--- config.mk ---
export PLATFORM = sky130hd
export DESIGN_NAME = cache_remap_and_monitor_regs
export DESIGN_NICKNAME = d
export VERILOG_FILES = /design/src/cache_regs_pkg.sv /design/src/cache_remap_and_monitor_regs.sv
export SDC_FILE = /design/constraint.sdc
export NUM_CORES = 1
export LEC_CHECK = 0
export ABC_AREA = 1
export BUFFER_PORTS_ARGS = -buffer_cell sky130_fd_sc_hd__buf_4
export CORE_MARGIN = 4
export CORE_UTILIZATION = 59
export DETAILED_ROUTE_END_ITERATION = 6
export GPL_TIMING_DRIVEN = 0
export PLACE_DENSITY = 0.8
export SKIP_LAST_GASP = 1
export SYNTH_ARGS = -nofsm -noshare
export SYNTH_HDL_FRONTEND = slang
export SYNTH_SLANG_ARGS = --single-unit
export TNS_END_PERCENT = 10
--- constraint.sdc ---
create_clock -name mclk_i -period 5.7 [get_ports mclk_i]
set_input_delay 0.57 -clock mclk_i [delete_from_list [all_inputs] [get_ports mclk_i]]
set_output_delay 0.57 -clock mclk_i [all_outputs]
set_load 0.005 [all_outputs]
--- src/cache_regs_pkg.sv ---
// constants for the cache remap and monitor register block
package cache_regs_pkg;

	// register byte addresses, application cache controller
	localparam logic [31:0] EMBEDDED_WINDOW_SETUP_ADDR     = 32'h1A0C0044;
	localparam logic [31:0] ONE_WAIT_HIT_TALLY_ADDR        = 32'h1A0C0048;
	localparam logic [31:0] DEBUGGER_RESET_REQUEST_ADDR    = 32'h1A0C0050;
	localparam logic [31:0] EVENT_STATUS_ADDR              = 32'h1A0C0060;
	localparam logic [31:0] EVENT_CLEAR_ADDR               = 32'h1A0C0064;
	localparam logic [31:0] EVENT_ENABLE_ADDR              = 32'h1A0C0068;

	// register byte addresses, protocol engine cache controller
	localparam logic [31:0] ENGINE_CACHE_CONTROL_TWO_ADDR  = 32'h1A1C0020;
	localparam logic [31:0] ENGINE_MONITOR_HIT_COUNT_ADDR  = 32'h1A1C0028;
	localparam logic [31:0] ENGINE_MONITOR_MISS_COUNT_ADDR = 32'h1A1C002C;
	localparam logic [31:0] ENGINE_MONITOR_CONTROL_ADDR    = 32'h1A1C0030;
	localparam logic [31:0] ENGINE_MONITOR_INTERVAL_ADDR   = 32'h1A1C0034;
	localparam logic [31:0] ENGINE_MONITOR_MISS_LIMIT_ADDR = 32'h1A1C0038;
	localparam logic [31:0] ENGINE_MONITOR_HIT_LIMIT_ADDR  = 32'h1A1C003C;
	localparam logic [31:0] ENGINE_EXTERNAL_WINDOW_ADDR    = 32'h1A1C0040;
	localparam logic [31:0] ENGINE_EMBEDDED_WINDOW_ADDR    = 32'h1A1C0044;
	localparam logic [31:0] ENGINE_ONE_WAIT_HIT_TALLY_ADDR = 32'h1A1C0048;
	localparam logic [31:0] ENGINE_DEBUGGER_RESET_ADDR     = 32'h1A1C0050;

	// window setup field layout and reset values
	localparam int          WINDOW_BASE_LSB       = 16;
	localparam int          WINDOW_OFFSET_LSB     = 4;
	localparam int          WINDOW_SIZE_LSB       = 0;
	localparam logic [7:0]  WINDOW_BASE_RESET     = 8'hA0;
	localparam logic [7:0]  WINDOW_BASE_TOP_BYTE  = 8'h00;
	localparam logic [11:0] WINDOW_OFFSET_RESET   = 12'h000;
	localparam logic [2:0]  WINDOW_SIZE_RESET     = 3'h6;

	// window size encodings
	localparam logic [2:0]  WINDOW_SIZE_512K      = 3'h4;
	localparam logic [2:0]  WINDOW_SIZE_256K      = 3'h5;
	localparam logic [2:0]  WINDOW_SIZE_128K      = 3'h6;
	localparam logic [2:0]  WINDOW_SIZE_64K       = 3'h7;
	localparam logic [31:0] WINDOW_MASK_512K      = 32'h0007FFFF;
	localparam logic [31:0] WINDOW_MASK_256K      = 32'h0003FFFF;
	localparam logic [31:0] WINDOW_MASK_128K      = 32'h0001FFFF;
	localparam logic [31:0] WINDOW_MASK_64K       = 32'h0000FFFF;

	// engine control two field layout
	localparam int          CACHE_READY_BIT       = 28;
	localparam int          CACHE_RAM_INIT_BIT    = 27;
	localparam int          SPAN_LENGTH_LSB       = 17;
	localparam logic [8:0]  SPAN_LENGTH_RESET     = 9'h000;
	localparam int          SPAN_BLOCK_LSB        = 16;

	// flush duration
	localparam int          FLUSH_CYCLES          = 256;

	// event bits
	localparam int          EVENT_COUNT           = 3;
	localparam int          EVT_ENGINE_READY      = 0;
	localparam int          EVT_TALLY_WRAP        = 1;
	localparam int          EVT_DEBUG_REFUSED     = 2;

	// engine cache controller states
	typedef enum logic [1:0] {
		ENGINE_OFF,
		ENGINE_FLUSH,
		ENGINE_READY
	} engine_state_e;

endpackage : cache_regs_pkg

--- src/cache_remap_and_monitor_regs.sv ---
// register block for both instruction cache controllers, remap logic for the application one
//
// Local design decision: the strobed register port.
`timescale 1ns/1ps

// Functional notes
// - top byte of the window base is always zero, whatever is written
// - window base field reads 0xA0 after reset
// - word offset is added to fetch address bits 13 down to 2
// - new base, offset or size take effect only at software reset
// - window fields survive power-saving states with retention
// - size codes: 4=512k, 5=256k, 6=128k, 7=64k, 0..3=512k; reset 6
// - 32-bit writable hit counter, reset to zero
// - writing one to bit 0 requests hardware reset; reads zero, cleared by it
// - debugger reset bit accepts debug path accesses only
// - engine cache does no remapping; its window registers do nothing
// - ready bit 28 set when enabled, initialised and able to serve
// - init bit 27 high during flush; flush lasts 256 bus cycles
// - bits 25:17 hold cacheable length, reset zero
// - length selects N blocks of 64 kB; zero disables caching
module cache_remap_and_monitor_regs #(
	parameter int unsigned FLUSH_LEN = cache_regs_pkg::FLUSH_CYCLES
) (
	// clock and reset
	input  wire logic        mclk_i,
	input  wire logic        resetn_i,
	// register port
	input  wire logic [31:0] addr_i,
	input  wire logic [31:0] wr_data_i,
	input  wire logic        wr_en_i,
	input  wire logic        rd_en_i,
	input  wire logic        debug_access_i,
	output logic      [31:0] rd_data_o,
	// system events
	input  wire logic        software_reset_i,
	input  wire logic        hardware_reset_event_i,
	input  wire logic        retention_wake_i,
	output logic             debugger_reset_request_o,
	// application cache fetch path
	input  wire logic        fetch_valid_i,
	input  wire logic [31:0] fetch_addr_i,
	input  wire logic        one_wait_hit_i,
	output logic             remap_valid_o,
	output logic      [31:0] remap_addr_o,
	// protocol engine cache
	input  wire logic        engine_enable_i,
	input  wire logic        engine_fetch_valid_i,
	input  wire logic [31:0] engine_fetch_addr_i,
	input  wire logic        engine_one_wait_hit_i,
	output logic             engine_cacheable_o,
	// interrupt
	output logic             irq_o
);
	import cache_regs_pkg::*;

	localparam int CNT_W = $clog2(FLUSH_LEN + 1);

	// retained window setup: programmed and active copies
	logic [7:0]             base_prog_reg;
	logic [11:0]            offset_prog_reg;
	logic [2:0]             size_prog_reg;
	logic [7:0]             base_act_reg;
	logic [11:0]            offset_act_reg;
	logic [2:0]             size_act_reg;

	// counters and monitor storage
	logic [31:0]            hit_tally_reg;
	logic [31:0]            hit_tally_next;
	logic [31:0]            engine_tally_reg;
	logic [31:0]            engine_tally_next;
	logic [31:0]            monitor_reg [6];

	// engine controller state
	engine_state_e          engine_state_reg;
	engine_state_e          engine_state_next;
	logic [CNT_W-1:0]       flush_cnt_reg;
	logic [8:0]             span_length_reg;

	// debugger request, events, read path
	logic                   dbg_req_reg;
	logic [EVENT_COUNT-1:0] status_reg;
	logic [EVENT_COUNT-1:0] status_next;
	logic [EVENT_COUNT-1:0] enable_reg;
	logic [EVENT_COUNT-1:0] event_set;
	logic [31:0]            rd_data_next;

	// address decode
	wire sel_window   = (addr_i == EMBEDDED_WINDOW_SETUP_ADDR);
	wire sel_tally    = (addr_i == ONE_WAIT_HIT_TALLY_ADDR);
	wire sel_dbg      = (addr_i == DEBUGGER_RESET_REQUEST_ADDR);
	wire sel_status   = (addr_i == EVENT_STATUS_ADDR);
	wire sel_clear    = (addr_i == EVENT_CLEAR_ADDR);
	wire sel_enable   = (addr_i == EVENT_ENABLE_ADDR);
	wire sel_ctrl_two = (addr_i == ENGINE_CACHE_CONTROL_TWO_ADDR);
	wire sel_e_tally  = (addr_i == ENGINE_ONE_WAIT_HIT_TALLY_ADDR);
	wire sel_e_dbg    = (addr_i == ENGINE_DEBUGGER_RESET_ADDR);
	wire [5:0] sel_mon = {
		addr_i == ENGINE_MONITOR_HIT_LIMIT_ADDR,
		addr_i == ENGINE_MONITOR_MISS_LIMIT_ADDR,
		addr_i == ENGINE_MONITOR_INTERVAL_ADDR,
		addr_i == ENGINE_MONITOR_CONTROL_ADDR,
		addr_i == ENGINE_MONITOR_MISS_COUNT_ADDR,
		addr_i == ENGINE_MONITOR_HIT_COUNT_ADDR
	};

	// write strobes per register
	wire wr_window   = wr_en_i & sel_window;
	wire wr_tally    = wr_en_i & sel_tally;
	wire wr_clear    = wr_en_i & sel_clear;
	wire wr_enable   = wr_en_i & sel_enable;
	wire wr_ctrl_two = wr_en_i & sel_ctrl_two;
	wire wr_e_tally  = wr_en_i & sel_e_tally;
	wire dbg_touch   = (wr_en_i | rd_en_i) & (sel_dbg | sel_e_dbg);
	wire dbg_set     = wr_en_i & (sel_dbg | sel_e_dbg) & debug_access_i & wr_data_i[0];
	wire dbg_refused = dbg_touch & ~debug_access_i;

	// window mask from the size code
	function automatic logic [31:0] window_mask(input logic [2:0] code);
		logic [31:0] m;
		m = WINDOW_MASK_512K;
		unique case (code)
			WINDOW_SIZE_256K: m = WINDOW_MASK_256K;
			WINDOW_SIZE_128K: m = WINDOW_MASK_128K;
			WINDOW_SIZE_64K:  m = WINDOW_MASK_64K;
			default:          m = WINDOW_MASK_512K; // codes 0..4
		endcase
		return m;
	endfunction : window_mask

	// remapped address from the active setup only
	wire [31:0] window_base = {WINDOW_BASE_TOP_BYTE, base_act_reg, 16'h0000};
	wire [31:0] window_part = fetch_addr_i & window_mask(size_act_reg);
	wire [11:0] word_sum    = fetch_addr_i[13:2] + offset_act_reg;
	wire [31:0] remap_next  = window_base | {window_part[31:14], word_sum, window_part[1:0]};

	// engine cacheable check: N blocks of 64 kB, zero disables
	wire [15:0] engine_block = engine_fetch_addr_i[31:SPAN_BLOCK_LSB];
	wire        engine_in_span = (span_length_reg != SPAN_LENGTH_RESET)
		& (engine_block < {7'h00, span_length_reg});
	wire        engine_ready = (engine_state_reg == ENGINE_READY);
	wire        engine_flush = (engine_state_reg == ENGINE_FLUSH);

	// counter next values, software write wins over a hit
	assign hit_tally_next    = wr_tally ? wr_data_i : hit_tally_reg + 32'h00000001;
	assign engine_tally_next = wr_e_tally ? wr_data_i : engine_tally_reg + 32'h00000001;

	// engine controller sequencing
	always_comb begin
		engine_state_next = engine_state_reg;
		unique case (engine_state_reg)
			ENGINE_OFF: begin
				if (engine_enable_i) begin
					engine_state_next = ENGINE_FLUSH;
				end
			end
			ENGINE_FLUSH: begin
				if (!engine_enable_i) begin
					engine_state_next = ENGINE_OFF;
				end else if (flush_cnt_reg == CNT_W'(FLUSH_LEN - 1)) begin
					engine_state_next = ENGINE_READY;
				end
			end
			ENGINE_READY: begin
				if (!engine_enable_i) begin
					engine_state_next = ENGINE_OFF;
				end
			end
		endcase
	end

	// event sources and sticky status, set wins over clear
	assign event_set[EVT_ENGINE_READY]  = engine_flush & (engine_state_next == ENGINE_READY);
	assign event_set[EVT_TALLY_WRAP]    = one_wait_hit_i & ~wr_tally & (&hit_tally_reg);
	assign event_set[EVT_DEBUG_REFUSED] = dbg_refused;
	assign status_next = (status_reg & ~(wr_clear ? wr_data_i[EVENT_COUNT-1:0]
		: {EVENT_COUNT{1'b0}})) | event_set;

	// read mux; reserved and unmapped bits read zero
	always_comb begin
		rd_data_next = 32'h00000000;
		if (sel_window) begin
			rd_data_next = {WINDOW_BASE_TOP_BYTE, base_prog_reg, offset_prog_reg,
				1'b0, size_prog_reg};
		end else if (sel_tally) begin
			rd_data_next = hit_tally_reg;
		end else if (sel_status) begin
			rd_data_next[EVENT_COUNT-1:0] = status_reg;
		end else if (sel_enable) begin
			rd_data_next[EVENT_COUNT-1:0] = enable_reg;
		end else if (sel_ctrl_two) begin
			rd_data_next[CACHE_READY_BIT]    = engine_ready;
			rd_data_next[CACHE_RAM_INIT_BIT] = engine_flush;
			rd_data_next[SPAN_LENGTH_LSB +: 9] = span_length_reg;
		end else if (sel_e_tally) begin
			rd_data_next = engine_tally_reg;
		end
		for (int i = 0; i < 6; i++) begin
			if (sel_mon[i]) begin
				rd_data_next = monitor_reg[i];
			end
		end
		if (!rd_en_i) begin
			rd_data_next = 32'h00000000;
		end
	end

	// retained window setup: only the power-on reset clears it
	always_ff @(posedge mclk_i) begin
		if (!resetn_i) begin
			base_prog_reg   <= WINDOW_BASE_RESET;
			offset_prog_reg <= WINDOW_OFFSET_RESET;
			size_prog_reg   <= WINDOW_SIZE_RESET;
		end else if (wr_window) begin
			base_prog_reg   <= wr_data_i[WINDOW_BASE_LSB +: 8];
			offset_prog_reg <= wr_data_i[WINDOW_OFFSET_LSB +: 12];
			size_prog_reg   <= wr_data_i[WINDOW_SIZE_LSB +: 3];
		end
	end

	// active setup follows programmed one at software reset
	always_ff @(posedge mclk_i) begin
		if (!resetn_i) begin
			base_act_reg   <= WINDOW_BASE_RESET;
			offset_act_reg <= WINDOW_OFFSET_RESET;
			size_act_reg   <= WINDOW_SIZE_RESET;
		end else if (software_reset_i) begin
			base_act_reg   <= base_prog_reg;
			offset_act_reg <= offset_prog_reg;
			size_act_reg   <= size_prog_reg;
		end
	end

	// remapped fetch address
	always_ff @(posedge mclk_i) begin
		if (!resetn_i) begin
			remap_valid_o <= 1'b0;
			remap_addr_o  <= 32'h00000000;
		end else begin
			remap_valid_o <= fetch_valid_i;
			remap_addr_o  <= remap_next;
		end
	end

	// one wait state hit tallies; lost on wake without retention
	always_ff @(posedge mclk_i) begin
		if (!resetn_i || retention_wake_i) begin
			hit_tally_reg    <= 32'h00000000;
			engine_tally_reg <= 32'h00000000;
		end else begin
			if (wr_tally || one_wait_hit_i) begin
				hit_tally_reg <= hit_tally_next;
			end
			if (wr_e_tally || engine_one_wait_hit_i) begin
				engine_tally_reg <= engine_tally_next;
			end
		end
	end

	// engine monitor storage words
	generate
		for (genvar g = 0; g < 6; g++) begin : gen_monitor
			always_ff @(posedge mclk_i) begin
				if (!resetn_i) begin
					monitor_reg[g] <= 32'h00000000;
				end else if (wr_en_i && sel_mon[g]) begin
					monitor_reg[g] <= wr_data_i;
				end
			end
		end
	endgenerate

	// engine control two and flush sequencing
	always_ff @(posedge mclk_i) begin
		if (!resetn_i || retention_wake_i) begin
			engine_state_reg <= ENGINE_OFF;
			flush_cnt_reg    <= '0;
			span_length_reg  <= SPAN_LENGTH_RESET;
		end else begin
			engine_state_reg <= engine_state_next;
			if (engine_flush) begin
				flush_cnt_reg <= flush_cnt_reg + CNT_W'(1);
			end else begin
				flush_cnt_reg <= '0;
			end
			if (wr_ctrl_two) begin
				span_length_reg <= wr_data_i[SPAN_LENGTH_LSB +: 9];
			end
		end
	end

	// engine cacheability, no remapping in this path
	always_ff @(posedge mclk_i) begin
		if (!resetn_i) begin
			engine_cacheable_o <= 1'b0;
		end else begin
			engine_cacheable_o <= engine_fetch_valid_i & engine_ready & engine_in_span;
		end
	end

	// debugger reset request, set wins over the reset event
	always_ff @(posedge mclk_i) begin
		if (!resetn_i) begin
			dbg_req_reg <= 1'b0;
		end else if (dbg_set) begin
			dbg_req_reg <= 1'b1;
		end else if (hardware_reset_event_i) begin
			dbg_req_reg <= 1'b0;
		end
	end
	assign debugger_reset_request_o = dbg_req_reg;

	// event status, enable and interrupt line
	always_ff @(posedge mclk_i) begin
		if (!resetn_i) begin
			status_reg <= '0;
			enable_reg <= '0;
			irq_o      <= 1'b0;
		end else begin
			status_reg <= status_next;
			if (wr_enable) begin
				enable_reg <= wr_data_i[EVENT_COUNT-1:0];
			end
			irq_o <= |(status_next & (wr_enable ? wr_data_i[EVENT_COUNT-1:0] : enable_reg));
		end
	end

	// read data one cycle after the strobe
	always_ff @(posedge mclk_i) begin
		if (!resetn_i) begin
			rd_data_o <= 32'h00000000;
		end else begin
			rd_data_o <= rd_data_next;
		end
	end

endmodule : cache_remap_and_monitor_regs

Word-level counts from Yosys, hierarchy flattened
Memories as Yosys holds them, arrays and structs flattened.
Index checks and enable logic that the tools add are counted.
- input port bits: 141
- memory bits (writable): 192
- memories: 1
- register bits after elaboration: 204
- memories (memory ; words ; width ; read ports ; clocked after memory_dff ; write ports ; line ; source):
    monitor_reg ; 6 ; 32 ; 6 ; 0 ; 6 ; cache_remap_and_monitor_regs.sv:71 ; logic [31:0] monitor_reg [6];
- add/sub/neg operators: 4
- magnitude comparators: 1
- muxes and demuxes: 55
- equality and inequality tests: 22
- bitwise logic cells: 34
- reductions and logical operators: 17
- operators with widths (kind ; count):
    $mux 32 ; 17
    $eq 32x29->1 const B ; 15
    $add 32x1->32 const B ; 2
    $mux 29 ; 2
    $pmux 19 s3 ; 1
    $and 32x32->32 ; 1
    $or 24x32->32 ; 1
    $reduce_and 32->1 ; 1
    $mux 1 ; 22
    $and 1x1->1 ; 17
    $mux 17 ; 1
    $lt 16x9->1 ; 1
    $mux 3 ; 5
    $add 12x12->12 ; 1
    $mux 2 ; 5
    $add 9x1->9 const B ; 1
    $eq 3x3->1 const B ; 3
    $eq 9x8->1 const B ; 1
    $mux 9 ; 1
    $reduce_bool 9->1 ; 1
    $or 1x1->1 ; 8
    $and 3x3->3 ; 2
    $logic_and 1x1->1 ; 6
    $pmux 2 s3 ; 1
    12 further kinds ; 17

Depth between registers and ports, before layout
Gate-level depths: netlist (run 1).
- depth in word-level cells: 13
- depth in mapped cells: 18

Worst setup path after synthesis (run 1)
No wires, ideal clock.
- path kind: input port to flip-flop
- from: input port addr_i[17]
- to: memory monitor_reg[3][0] (enable)
- required time: 5.234 ns
- data arrival time: 4.106 ns
- stages: 8
- slack: 1.129 ns
- library setup time: 0.466 ns
- cells stage by stage: or2_1 -> nor2_2 -> nand3_2 -> nor2_2 -> nand2_1 -> clkbuf_1 -> clkbuf_1 -> o21ai_0
- RTL lines (item ; line ; source):
    from (decl) ; cache_remap_and_monitor_regs.sv:28 ; input wire logic [31:0] addr_i,
    to (decl) ; cache_remap_and_monitor_regs.sv:71 ;

==> impl_metrics.env, run 1 <==
export IMPL_post_synth_top_count_cell="nand2_1"
export IMPL_clk_latency_ns=0.54
export IMPL_crit_slowest_cell="o21ai_4"
export IMPL_largest_register_ffs=192
export IMPL_viasPerCell=5.85
export IMPL_drt_first_pass_iters=7
export IMPL_synthCells=2261
export IMPL_worstPathRequired_ns=5.84
export IMPL_cts_root_buf="clkbuf_16"
export IMPL_layout_min_cycle_time_ns=3.16
export IMPL_yosysSeqAreaShare_pct=52.0
export IMPL_grt_antenna_before_repair=0
export IMPL_initial_core_util_pct=60.4
export IMPL_wirelength_mm=60.2
export IMPL_routedWlPerCell_um=20.6
export IMPL_path_max_fanout=32
export IMPL_io_buffers=170
export IMPL_grt_usage_pct=34.3
export IMPL_vdd_drop_max_uv=229
export IMPL_die_w_um=186
export IMPL_die_h_um=186
export IMPL_cts_resized=0
export IMPL_post_cts_buffers=0
export IMPL_status="complete, but fails checks"
export IMPL_syn_avg_cell_area_um2=8.24
export IMPL_initialDrtViolationCount=2082
export IMPL_dp_cells=2839
export IMPL_relSlewSlack_pct=28.8
export IMPL_cp_arrival_ns=3.30
export IMPL_finalCritPeriodShare_pct=55.5
export IMPL_ctsHtreeMaxLevel=2
export IMPL_yosysWarnings=0
export IMPL_p_per_area_nw_per_um2=273
export IMPL_swShare_pct=23.0
export IMPL_pwr_share_comb_pct=5.8
export IMPL_synth_cell_types=54
export IMPL_crit_path_cell_trace="buf_4, or2_1, nor2_1, nand3_2, nor2_2, nand2_1, buf_2, buf_1, o21ai_4"
export IMPL_path_class="in2reg"
export IMPL_fin_cells=2916
export IMPL_critPathBufInv=3
export IMPL_fillers=2481
export IMPL_cts_hold_buf=0
export IMPL_fmax_mhz=316
export IMPL_cts_tree="built"
export IMPL_nets=2654
export IMPL_power_frac_seq_pct=50.8
export IMPL_cp_top_family="simple AND/OR/NAND/NOR gates"
export IMPL_setup_tns_final_ns=0
export IMPL_drc_errors=3
export IMPL_hold_violations=0
export IMPL_async_flop_share_pct=0
export IMPL_path_clk_slew_ns=0.06
export IMPL_finalClockSkew_ns=0.0247
export IMPL_antenna_left=0
export IMPL_synth_area_leader_cell="edfxtp_1"
export IMPL_core_um2=30800
export IMPL_cts_made_buffers=42
export IMPL_power_share_clock_pct=43.4
export IMPL_clock_sinks=388
export IMPL_grt_pass1_vias=16189
export IMPL_slew_violations=0
export IMPL_synthToLayoutAreaGrowth_pct=17.6
export IMPL_gp_congestion=1.02
export IMPL_total_power_mw=5.99
export IMPL_slowest_delay_ns=0.90
export IMPL_core_rowCount=64
export IMPL_gr_total_overflow=0
export IMPL_synth_edff_count=192
export IMPL_dp_hpwl_mm=45.5
export IMPL_maxCapViolCount=0
export IMPL_setup_viol=0
export IMPL_drive_gt1_share_pct=13.8
export IMPL_hold_class="in2reg"
export IMPL_synthTopCellsByArea="edfxtp_1, dfxtp_1, nand2_1"
export IMPL_violations="DRC"
export IMPL_rsz0062_at_grt="false"
export IMPL_vias=17061
export IMPL_end_kind="flip-flop"
export IMPL_synth_seq_cells=388
export IMPL_synthTopCellsByCount="nand2_1, nor2_1, inv_1"
export IMPL_clock_path_buffers=3
export IMPL_synthFlopType="dfxtp_1"
export IMPL_start_kind="input port"
export IMPL_grt_max_degree=33
export IMPL_p_leak_nw=9.19
export IMPL_antennaDiodeCount=0
export IMPL_ioPinCount=209
export IMPL_internal_power_mw=4.61
export IMPL_power_switching_mw=1.38
export IMPL_netlist_area_leader_share_pct=31.0
export IMPL_dieArea_um2=34500
export IMPL_worst_slew_pin_slew_ns=1.07
export IMPL_synth_area_um2=18600
export IMPL_grt_pass1_wl_mm=89.8
==> per-stage QoR <==
| stage | worst slack [ns] | utilization [%] | instance area, um2 | hold slack [ns] |
|---|---|---|---|---|
| final | 2.54 | 71.0 | 21900 | 0.216 |
| after global routing | 2.45 | 71.0 | 21900 | 0.222 |
| after CTS | 2.60 | 71.0 | 21900 | 0.208 |
| after detailed placement | 2.05 | 66.8 | 20600 | 0.418 |
| after global placement | -0.685 | 66.2 | 20400 | 0.416 |
| after floorplan | 1.13 | - | 18600 | 0.404 |
==> worst reg2reg max path, delay by kind of cell (launching register included) <==
family          cells  cell delay [ns]
fa+ha+maj           1             0.21
flops               1             0.44
compound gates      2             0.47
simple gates        8             1.55
==> path summary, 6_finish.rpt <==
kind	slack [ns]	to	start	cells after the start
worst max-delay path	2.54	monitor_reg[2][24]$_SDFFCE_PN0P_	addr_i[23]	9
worst min-delay path	0.22	remap_addr_o[0]$_SDFF_PN0_	fetch_addr_i[0]	3
worst max register to register	2.94	irq_o$_SDFF_PN0_	hit_tally_reg[0]$_SDFFE_PP0P_	11
worst min register to register	0.43	remap_addr_o[22]$_SDFF_PN0_	base_act_reg[6]$_SDFFE_PN0P_	2
==> power groups by stage <==
| stage | combinational, mW | clock (mW) | sequential [mW] |
|---|---|---|---|
| after floorplan | 0.146 | 0 | 3.10 |
| after global placement | 0.315 | 0 | 3.10 |
| after detailed placement | 0.337 | 0 | 3.10 |
| after CTS | 0.340 | 2.60 | 3.04 |
| after global routing | 0.373 | 2.70 | 3.05 |
| final | 0.346 | 2.60 | 3.04 |
==> cell usage in the layout (no fill, tap or decap), drive strengths merged <==
cell type,netlist,final
a211oi,2,2
a21oi,139,139
a221oi,2,2
a22oi,1,1
a31oi,10,10
a32oi,1,1
buf,53,228
bufinv,0,1
clkbuf,59,112
clkinv,5,26
clkinvlp,0,1
conb,1,8
dfxtp,196,196
edfxtp,192,192
fa,1,1
ha,25,25
inv,264,265
nand2,445,445
nand3,79,79
nand3b,4,4
nand4,32,32
nor2,357,357
nor3,36,36
nor3b,1,1
nor4,5,5
o2111ai,3,3
o211ai,24,24
o21a,3,3
o21ai,202,202
o21bai,1,1
o221ai,21,21
o22ai,17,17
o31ai,1,1
o41ai,1,1
or2,18,18
or3,1,1
xnor2,8,8
xor2,51,51
==> routing by layer <==
| layer | part of all wire (%) | GRT usage (%) |
|---|---|---|
| met2 | 46 | 55.8 |
| met4 | 4.5 | 13.2 |
| met1 | 39 | 45.6 |
| met5 | 0 | 0 |
| met3 | 10 | 6.80 |
==> cell type report <==
| cell class | instances | area (um2) | area share, % |
|---|---|---|---|
| clock inverters | 24 | 140 | 0.640 |
| inverters | 269 | 1010 | 4.61 |
| plain buffers | 112 | 572 | 2.61 |
| repair buffers | 175 | 1390 | 6.35 |
| clock buffers | 53 | 1150 | 5.27 |
| well taps | 396 | 495 | 2.26 |
| flip-flops and latches | 388 | 9690 | 44.3 |
| multi-input cells | 1499 | 7440 | 34.0 |
==> cell families (layout without fill, tap and decap cells) <==
kind of cell               after synthesis  after routing  synth area share [%]
adders and majority gates               26             26                  1.79
and+or+nand+nor                        978            978                  22.1
other                                    1              8                0.0201
xor gates and xnor gates                59             59                  2.78
buffers and inverters                  381            633                  8.49
DFF                                    388            388                  52.0
AOI/OAI and AO/OA                      428            428                  12.8
No activity file was read; power rests on OpenSTA's default activity.
==> run 2: changes to the inputs <==
==> constraint.sdc (replaced) <==
create_clock -name mclk_i -period 3.1 [get_ports mclk_i]
set_input_delay 0.31 -clock mclk_i [delete_from_list [all_inputs] [get_ports mclk_i]]
set_output_delay 0.31 -clock mclk_i [all_outputs]
set_load 0.005 [all_outputs]
==> run 2 against run 1 <==
  * The run now ends clean
  * Clock skew down 0.0051 ns
  * Power up 88%
  * Global-route usage up 0.26 points
  * Hold slack worse by 0.19 ns
  * Critical path type unchanged
  * Critical endpoint is now monitor_reg[2][23]$_SDFFCE_PN0P_
==> impl_metrics.env, run 2 (synthesis results as in run 1) <==
export IMPL_status="finished, final reports clean"
export IMPL_regArea_um2=9690
export IMPL_layout_common_cells="nand2_1, nor2_1, inv_1"
export IMPL_p_leak_nw=9.24
export IMPL_gp_congestion=0.989
export IMPL_relSlewSlack_pct=25.3
export IMPL_power_switching_mw=2.49
export IMPL_die_h_um=186
export IMPL_largest_register_ffs=192
export IMPL_routedWlPerCell_um=20.8
export IMPL_ctsHtreeMaxLevel=2
export IMPL_end_kind="flip-flop"
export IMPL_dp_hpwl_mm=46.4
export IMPL_cp_arrival_ns=3.03
export IMPL_drc_errors=0
export IMPL_core_um2=30800
export IMPL_pwr_share_comb_pct=5.7
export IMPL_layout_min_cycle_time_ns=2.88
export IMPL_fillers=2437
export IMPL_holdPathStages=4
export IMPL_multi_input_area_um2=7440
export IMPL_setup_viol=0
export IMPL_met3WireLength_mm=6.26
export IMPL_clock_sinks=388
export IMPL_path_clk_slew_ns=0.06
export IMPL_slew_violations=0
export IMPL_cts_root_buf="clkbuf_16"
export IMPL_initialDrtViolationCount=2121
export IMPL_wl_met2_mm=28.0
export IMPL_grt_max_degree=33
export IMPL_rr_startpoint="hit_tally_reg[0]$_SDFFE_PP0P_"
export IMPL_hold_class="in2reg"
export IMPL_wirelength_mm=60.6
export IMPL_layout_commonest_cell="nand2_1"
export IMPL_crit_start="addr_i[17]"
export IMPL_hold_violations=0
export IMPL_r2r_end="irq_o$_SDFF_PN0_"
export IMPL_total_power_mw=11.3
export IMPL_p_per_area_nw_per_um2=512
export IMPL_drive_gt1_share_pct=13.8
export IMPL_cts_tree="built"
export IMPL_top_layer="met4"
export IMPL_wl_met1_mm=23.7
export IMPL_ff2ff_setup_slack_ns=0.53
export IMPL_clock_path_buffers=3
export IMPL_internal_power_mw=8.79
export IMPL_io_buffers=170
export IMPL_grt_pass1_wl_mm=90.9
export IMPL_maxCapViolCount=0
export IMPL_cts_made_buffers=41
export IMPL_vdd_drop_max_uv=475
export IMPL_rr_worst_depth=11
export IMPL_power_frac_seq_pct=49.5
export IMPL_worstHoldStart="hardware_reset_event_i"
export IMPL_finalCritPeriodShare_pct=92.8
export IMPL_worstPathRequired_ns=3.25
export IMPL_clk_latency_ns=0.54
export IMPL_grt_pass1_vias=16387
export IMPL_nets=2657
export IMPL_initial_core_util_pct=60.4
export IMPL_worst_slew_pin_slew_ns=1.12
export IMPL_place_area_um2=20600
export IMPL_ioPinCount=209
export IMPL_swShare_pct=22.1
export IMPL_fmax_mhz=348
export IMPL_path_class="in2reg"
export IMPL_fin_util_pct=71.4
export IMPL_dieArea_um2=34500
export IMPL_grt_usage_pct=34.5
export IMPL_synthToLayoutAreaGrowth_pct=18.3
export IMPL_path_max_fanout=32
export IMPL_core_rowCount=64
export IMPL_finalClockSkew_ns=0.0196
export IMPL_start_kind="input port"
export IMPL_hold_end="debugger_reset_request_o$_SDFFE_PN0P_"
export IMPL_drt_first_pass_iters=6
export IMPL_gr_total_overflow=0
export IMPL_grt_antenna_before_repair=2
export IMPL_vias=17097
export IMPL_viasPerCell=5.86
export IMPL_power_share_clock_pct=44.8
export IMPL_design_area_um2=22000
export IMPL_rsz0062_at_grt="false"
export IMPL_cts_resized=0
export IMPL_antenna_left=0
export IMPL_die_w_um=186
## run 2: layer usage
metal / global-route usage, % / up-vias
li1: - / 7921
met1: 46.1 / 8039
met2: 56.1 / 961
met3: 6.31 / 176
met4: 13.9 / 0
met5: 0 / -
## run 2: worst max-delay path by stage
stage / to / slack (ns)
2_1_floorplan: monitor_reg[5][0]$_SDFFCE_PN0P_ / -0.32
3_3_place_gp: monitor_reg[5][29]$_SDFFCE_PN0P_ / -1.79
3_5_place_dp: monitor_reg[2][29]$_SDFFCE_PN0P_ / -0.26
4_1_cts: monitor_reg[2][23]$_SDFFCE_PN0P_ / 0.28
5_1_grt: monitor_reg[2][31]$_SDFFCE_PN0P_ / 0.07
6_report: monitor_reg[2][23]$_SDFFCE_PN0P_ / 0.22
## run 2: stage by stage
| step | worst slack [ns] | instances | hold WS, ns | TNS [ns] |
|---|---|---|---|---|
| 6_report | 0.225 | 2919 | 0.0216 | 0 |
| 5_1_grt | 0.0692 | 2918 | 0.0490 | 0 |
| 4_1_cts | 0.284 | 2918 | 0.0183 | 0 |
| 3_5_place_dp | -0.263 | 2838 | 0.415 | -13.45 |
| 3_3_place_gp | -1.79 | 2834 | 0.416 | -246.28 |
| 2_1_floorplan | -0.318 | 2268 | 0.404 | -31.19 |
## run 2: cell type report
type	count	area share [%]
Sequential cell	388	44.0
Multi-Input combinational cell	1499	33.8
Timing Repair Buffer	179	6.45
Clock buffer	64	5.70
Inverter	269	4.58
Buffer	112	2.60
Tap cell	396	2.25
Clock inverter	11	0.602
Antenna cell	1	0.0114
## run 2: power by group through the flow
stage                     Combinational [mW]  Clock (mW)  Sequential [mW]
after CTS                              0.629        5.05             5.59
after detailed placement               0.621           0             5.70
after global placement                 0.582           0             5.70
after global routing                   0.688        5.28             5.60
final                                  0.640        5.05             5.59
after floorplan                        0.269           0             5.69
## run 2: critical path, stage by stage
cell and delay, ns:
buf_4 0.10, or2_1 0.24, nor2_2 0.16, nand3_2 0.17, nor2_2 0.40, nand2_1 0.11
buf_2 0.23, buf_1 0.35, o21ai_4 0.92
## run 2: repair_timing
item                                   4_1_cts  5_1_grt
buffers inserted                             0        0
hold buffers                                 5        0
endpoints found under the hold margin        5        0
==> run 3: changes to the inputs <==
--- a/config.mk
+++ b/config.mk
@@ -6,12 +6,12 @@
 export NUM_CORES = 1
 export LEC_CHECK = 0
 export ABC_AREA = 1
+export ABC_CLOCK_PERIOD_IN_PS = 3100
 export BUFFER_PORTS_ARGS = -buffer_cell sky130_fd_sc_hd__buf_4
 export CORE_MARGIN = 4
-export CORE_UTILIZATION = 59
+export CORE_UTILIZATION = 40
 export DETAILED_ROUTE_END_ITERATION = 6
 export GPL_TIMING_DRIVEN = 0
-export PLACE_DENSITY = 0.8
 export SKIP_LAST_GASP = 1
 export SYNTH_ARGS = -nofsm -noshare
 export SYNTH_HDL_FRONTEND = slang
==> run 3 against run 2 <==
  * Global-route usage decreased by 9.7 points
  * Clock power increased by 3%
  * Flip-flop and latch count unchanged
  * First-iteration DRC count decreased by 28%
  * Cell area increased by 1.8%
  * Sequential share of layout area decreased by 0.76 points
  * Core utilization decreased by 22 points
  * Fmax increased by 0.58%
  * Hold slack improved by 0.014 ns
  * Register-to-register slack got worse by 0.29 ns
  * Die area increased by 45%
  * Critical endpoint is now irq_o$_SDFF_PN0_
  * Largest cell class unchanged
  * Largest power group unchanged
==> impl_metrics.env, run 3 (synthesis results as in run 1) <==
export IMPL_antenna_left=0
export IMPL_fmax_mhz=350
export IMPL_layout_min_cycle_time_ns=2.86
export IMPL_status="finished, final reports clean"
export IMPL_relSlewSlack_pct=26.3
export IMPL_dieArea_um2=50100
export IMPL_gr_total_overflow=0
export IMPL_cp_top_family="simple AND/OR/NAND/NOR gates"
export IMPL_dp_hpwl_mm=49.1
export IMPL_design_area_um2=22400
export IMPL_grt_pass1_vias=16162
export IMPL_fin_util_pct=49.1
export IMPL_grt_pass1_wl_mm=95.6
export IMPL_post_cts_buffers=0
export IMPL_grt_usage_pct=24.9
export IMPL_total_power_mw=11.4
export IMPL_grt_antenna_before_repair=0
export IMPL_ioPinCount=209
export IMPL_cts_made_buffers=44
export IMPL_cts_tree="built"
export IMPL_rsz0062_at_grt="false"
export IMPL_hold_violations=0
export IMPL_p_leak_nw=9.31
export IMPL_cts_resized=0
export IMPL_start_kind="flip-flop"
export IMPL_wirelength_mm=63.8
export IMPL_finalClockSkew_ns=0.0168
export IMPL_largest_register_ffs=192
export IMPL_gp_congestion=0.972
export IMPL_clock_path_buffers=3
export IMPL_end_kind="flip-flop"
export IMPL_path_max_fanout=5
export IMPL_cp_arrival_ns=3.36
export IMPL_io_buffers=170
export IMPL_antennaDiodeCount=0
export IMPL_crit_path_cell_trace="ha_1, nand2_1, nor2_1, nand2_1, nor2_1, nand3_1, nor3_1, nand2_1, o31ai_1, a21oi_1, nor2_1"
export IMPL_clk_latency_ns=0.58
export IMPL_nets=2667
export IMPL_worst_slew_pin_slew_ns=1.11
export IMPL_die_w_um=224
export IMPL_initialDrtViolationCount=1524
export IMPL_setup_viol=0
export IMPL_ctsHtreeMaxLevel=2
export IMPL_path_clk_slew_ns=0.06
export IMPL_initial_core_util_pct=40.8
export IMPL_maxCapViolCount=0
export IMPL_fillers=4486
export IMPL_vias=16597
export IMPL_drt_first_pass_iters=6
export IMPL_core_um2=45700
export IMPL_die_h_um=224
export IMPL_multi_input_area_um2=7440
export IMPL_drc_errors=0
export IMPL_slowest_delay_ns=0.47
export IMPL_hold_class="in2reg"
export IMPL_place_area_um2=20900
export IMPL_cts_hold_buf=10
export IMPL_timing_final_ws_setup_ns=0.241
export IMPL_dp_slack_ns=-0.131
export IMPL_layout_commonest_cell="nand2_1"
export IMPL_cts_root_buf="clkbuf_16"
export IMPL_grt_max_degree=29
export IMPL_regArea_um2=9690
export IMPL_path_class="reg2reg"
export IMPL_routedWlPerCell_um=20.3
export IMPL_critPathBufInv=0
export IMPL_crit_slowest_cell="o31ai_1"
export IMPL_layout_common_cells="nand2_1, nor2_1, inv_1"
export IMPL_finalCritPeriodShare_pct=92.2
export IMPL_core_rowCount=78
export IMPL_slew_violations=0
export IMPL_synthToLayoutAreaGrowth_pct=20.4
export IMPL_p_per_area_nw_per_um2=510
export IMPL_viasPerCell=5.29
export IMPL_vdd_drop_max_uv=343
export IMPL_clock_sinks=388
export IMPL_worstPathRequired_ns=3.60
export IMPL_drive_gt1_share_pct=14.0
==> run 3: tightest hold or removal path: stages <==
cell      delay [ns]
buf_4           0.13
nand2_1         0.06
o211ai_1        0.07
==> run 3: path summary, 6_finish.rpt <==
check	cells past startpoint	slack [ns]	from	to
setup / recovery	11	0.24	hit_tally_reg[0]$_SDFFE_PP0P_	irq_o$_SDFF_PN0_
hold / removal	3	0.04	wr_data_i[23]	base_prog_reg[7]$_SDFFE_PN1P_
setup reg to reg	11	0.24	hit_tally_reg[0]$_SDFFE_PP0P_	irq_o$_SDFF_PN0_
hold reg to reg	2	0.43	base_act_reg[5]$_SDFFE_PN1P_	remap_addr_o[21]$_SDFF_PN0_
==> run 3: final cells by class <==
cell class	count	share of cell area (%)
Buffer	112	2.55
Clock buffer	71	6.10
Clock inverter	11	0.329
Inverter	269	4.51
Multi-Input combinational cell	1499	33.2
Sequential cell	388	43.2
Tap cell	600	3.35
Timing Repair Buffer	186	6.71
==> run 3: metrics by stage <==
step	hold WS, ns	setup TNS (ns)	std cells
floorplan	0.404	-31.19	2268
global placement	0.421	-263.19	3038
detailed placement	0.419	-5.40	3044
CTS	0.0129	0	3136
global route	0.0322	0	3136
finish	0.0358	0	3136
==> run 3: report_power, final <==
part | total [mW] | internal, mW | switching, mW
Sequential | 5.59 | 5.54 | 0.0489
Combinational | 0.658 | 0.229 | 0.429
Clock | 5.19 | 3.03 | 2.16
Total | 11.4 | 8.80 | 2.64
==> run 3: per-layer routing <==
metal	GRT usage [%]	part of all wire (%)
met1	32.6	42
met3	3.88	6.8
met5	0	0
met2	41.9	48
met4	8.89	3.7
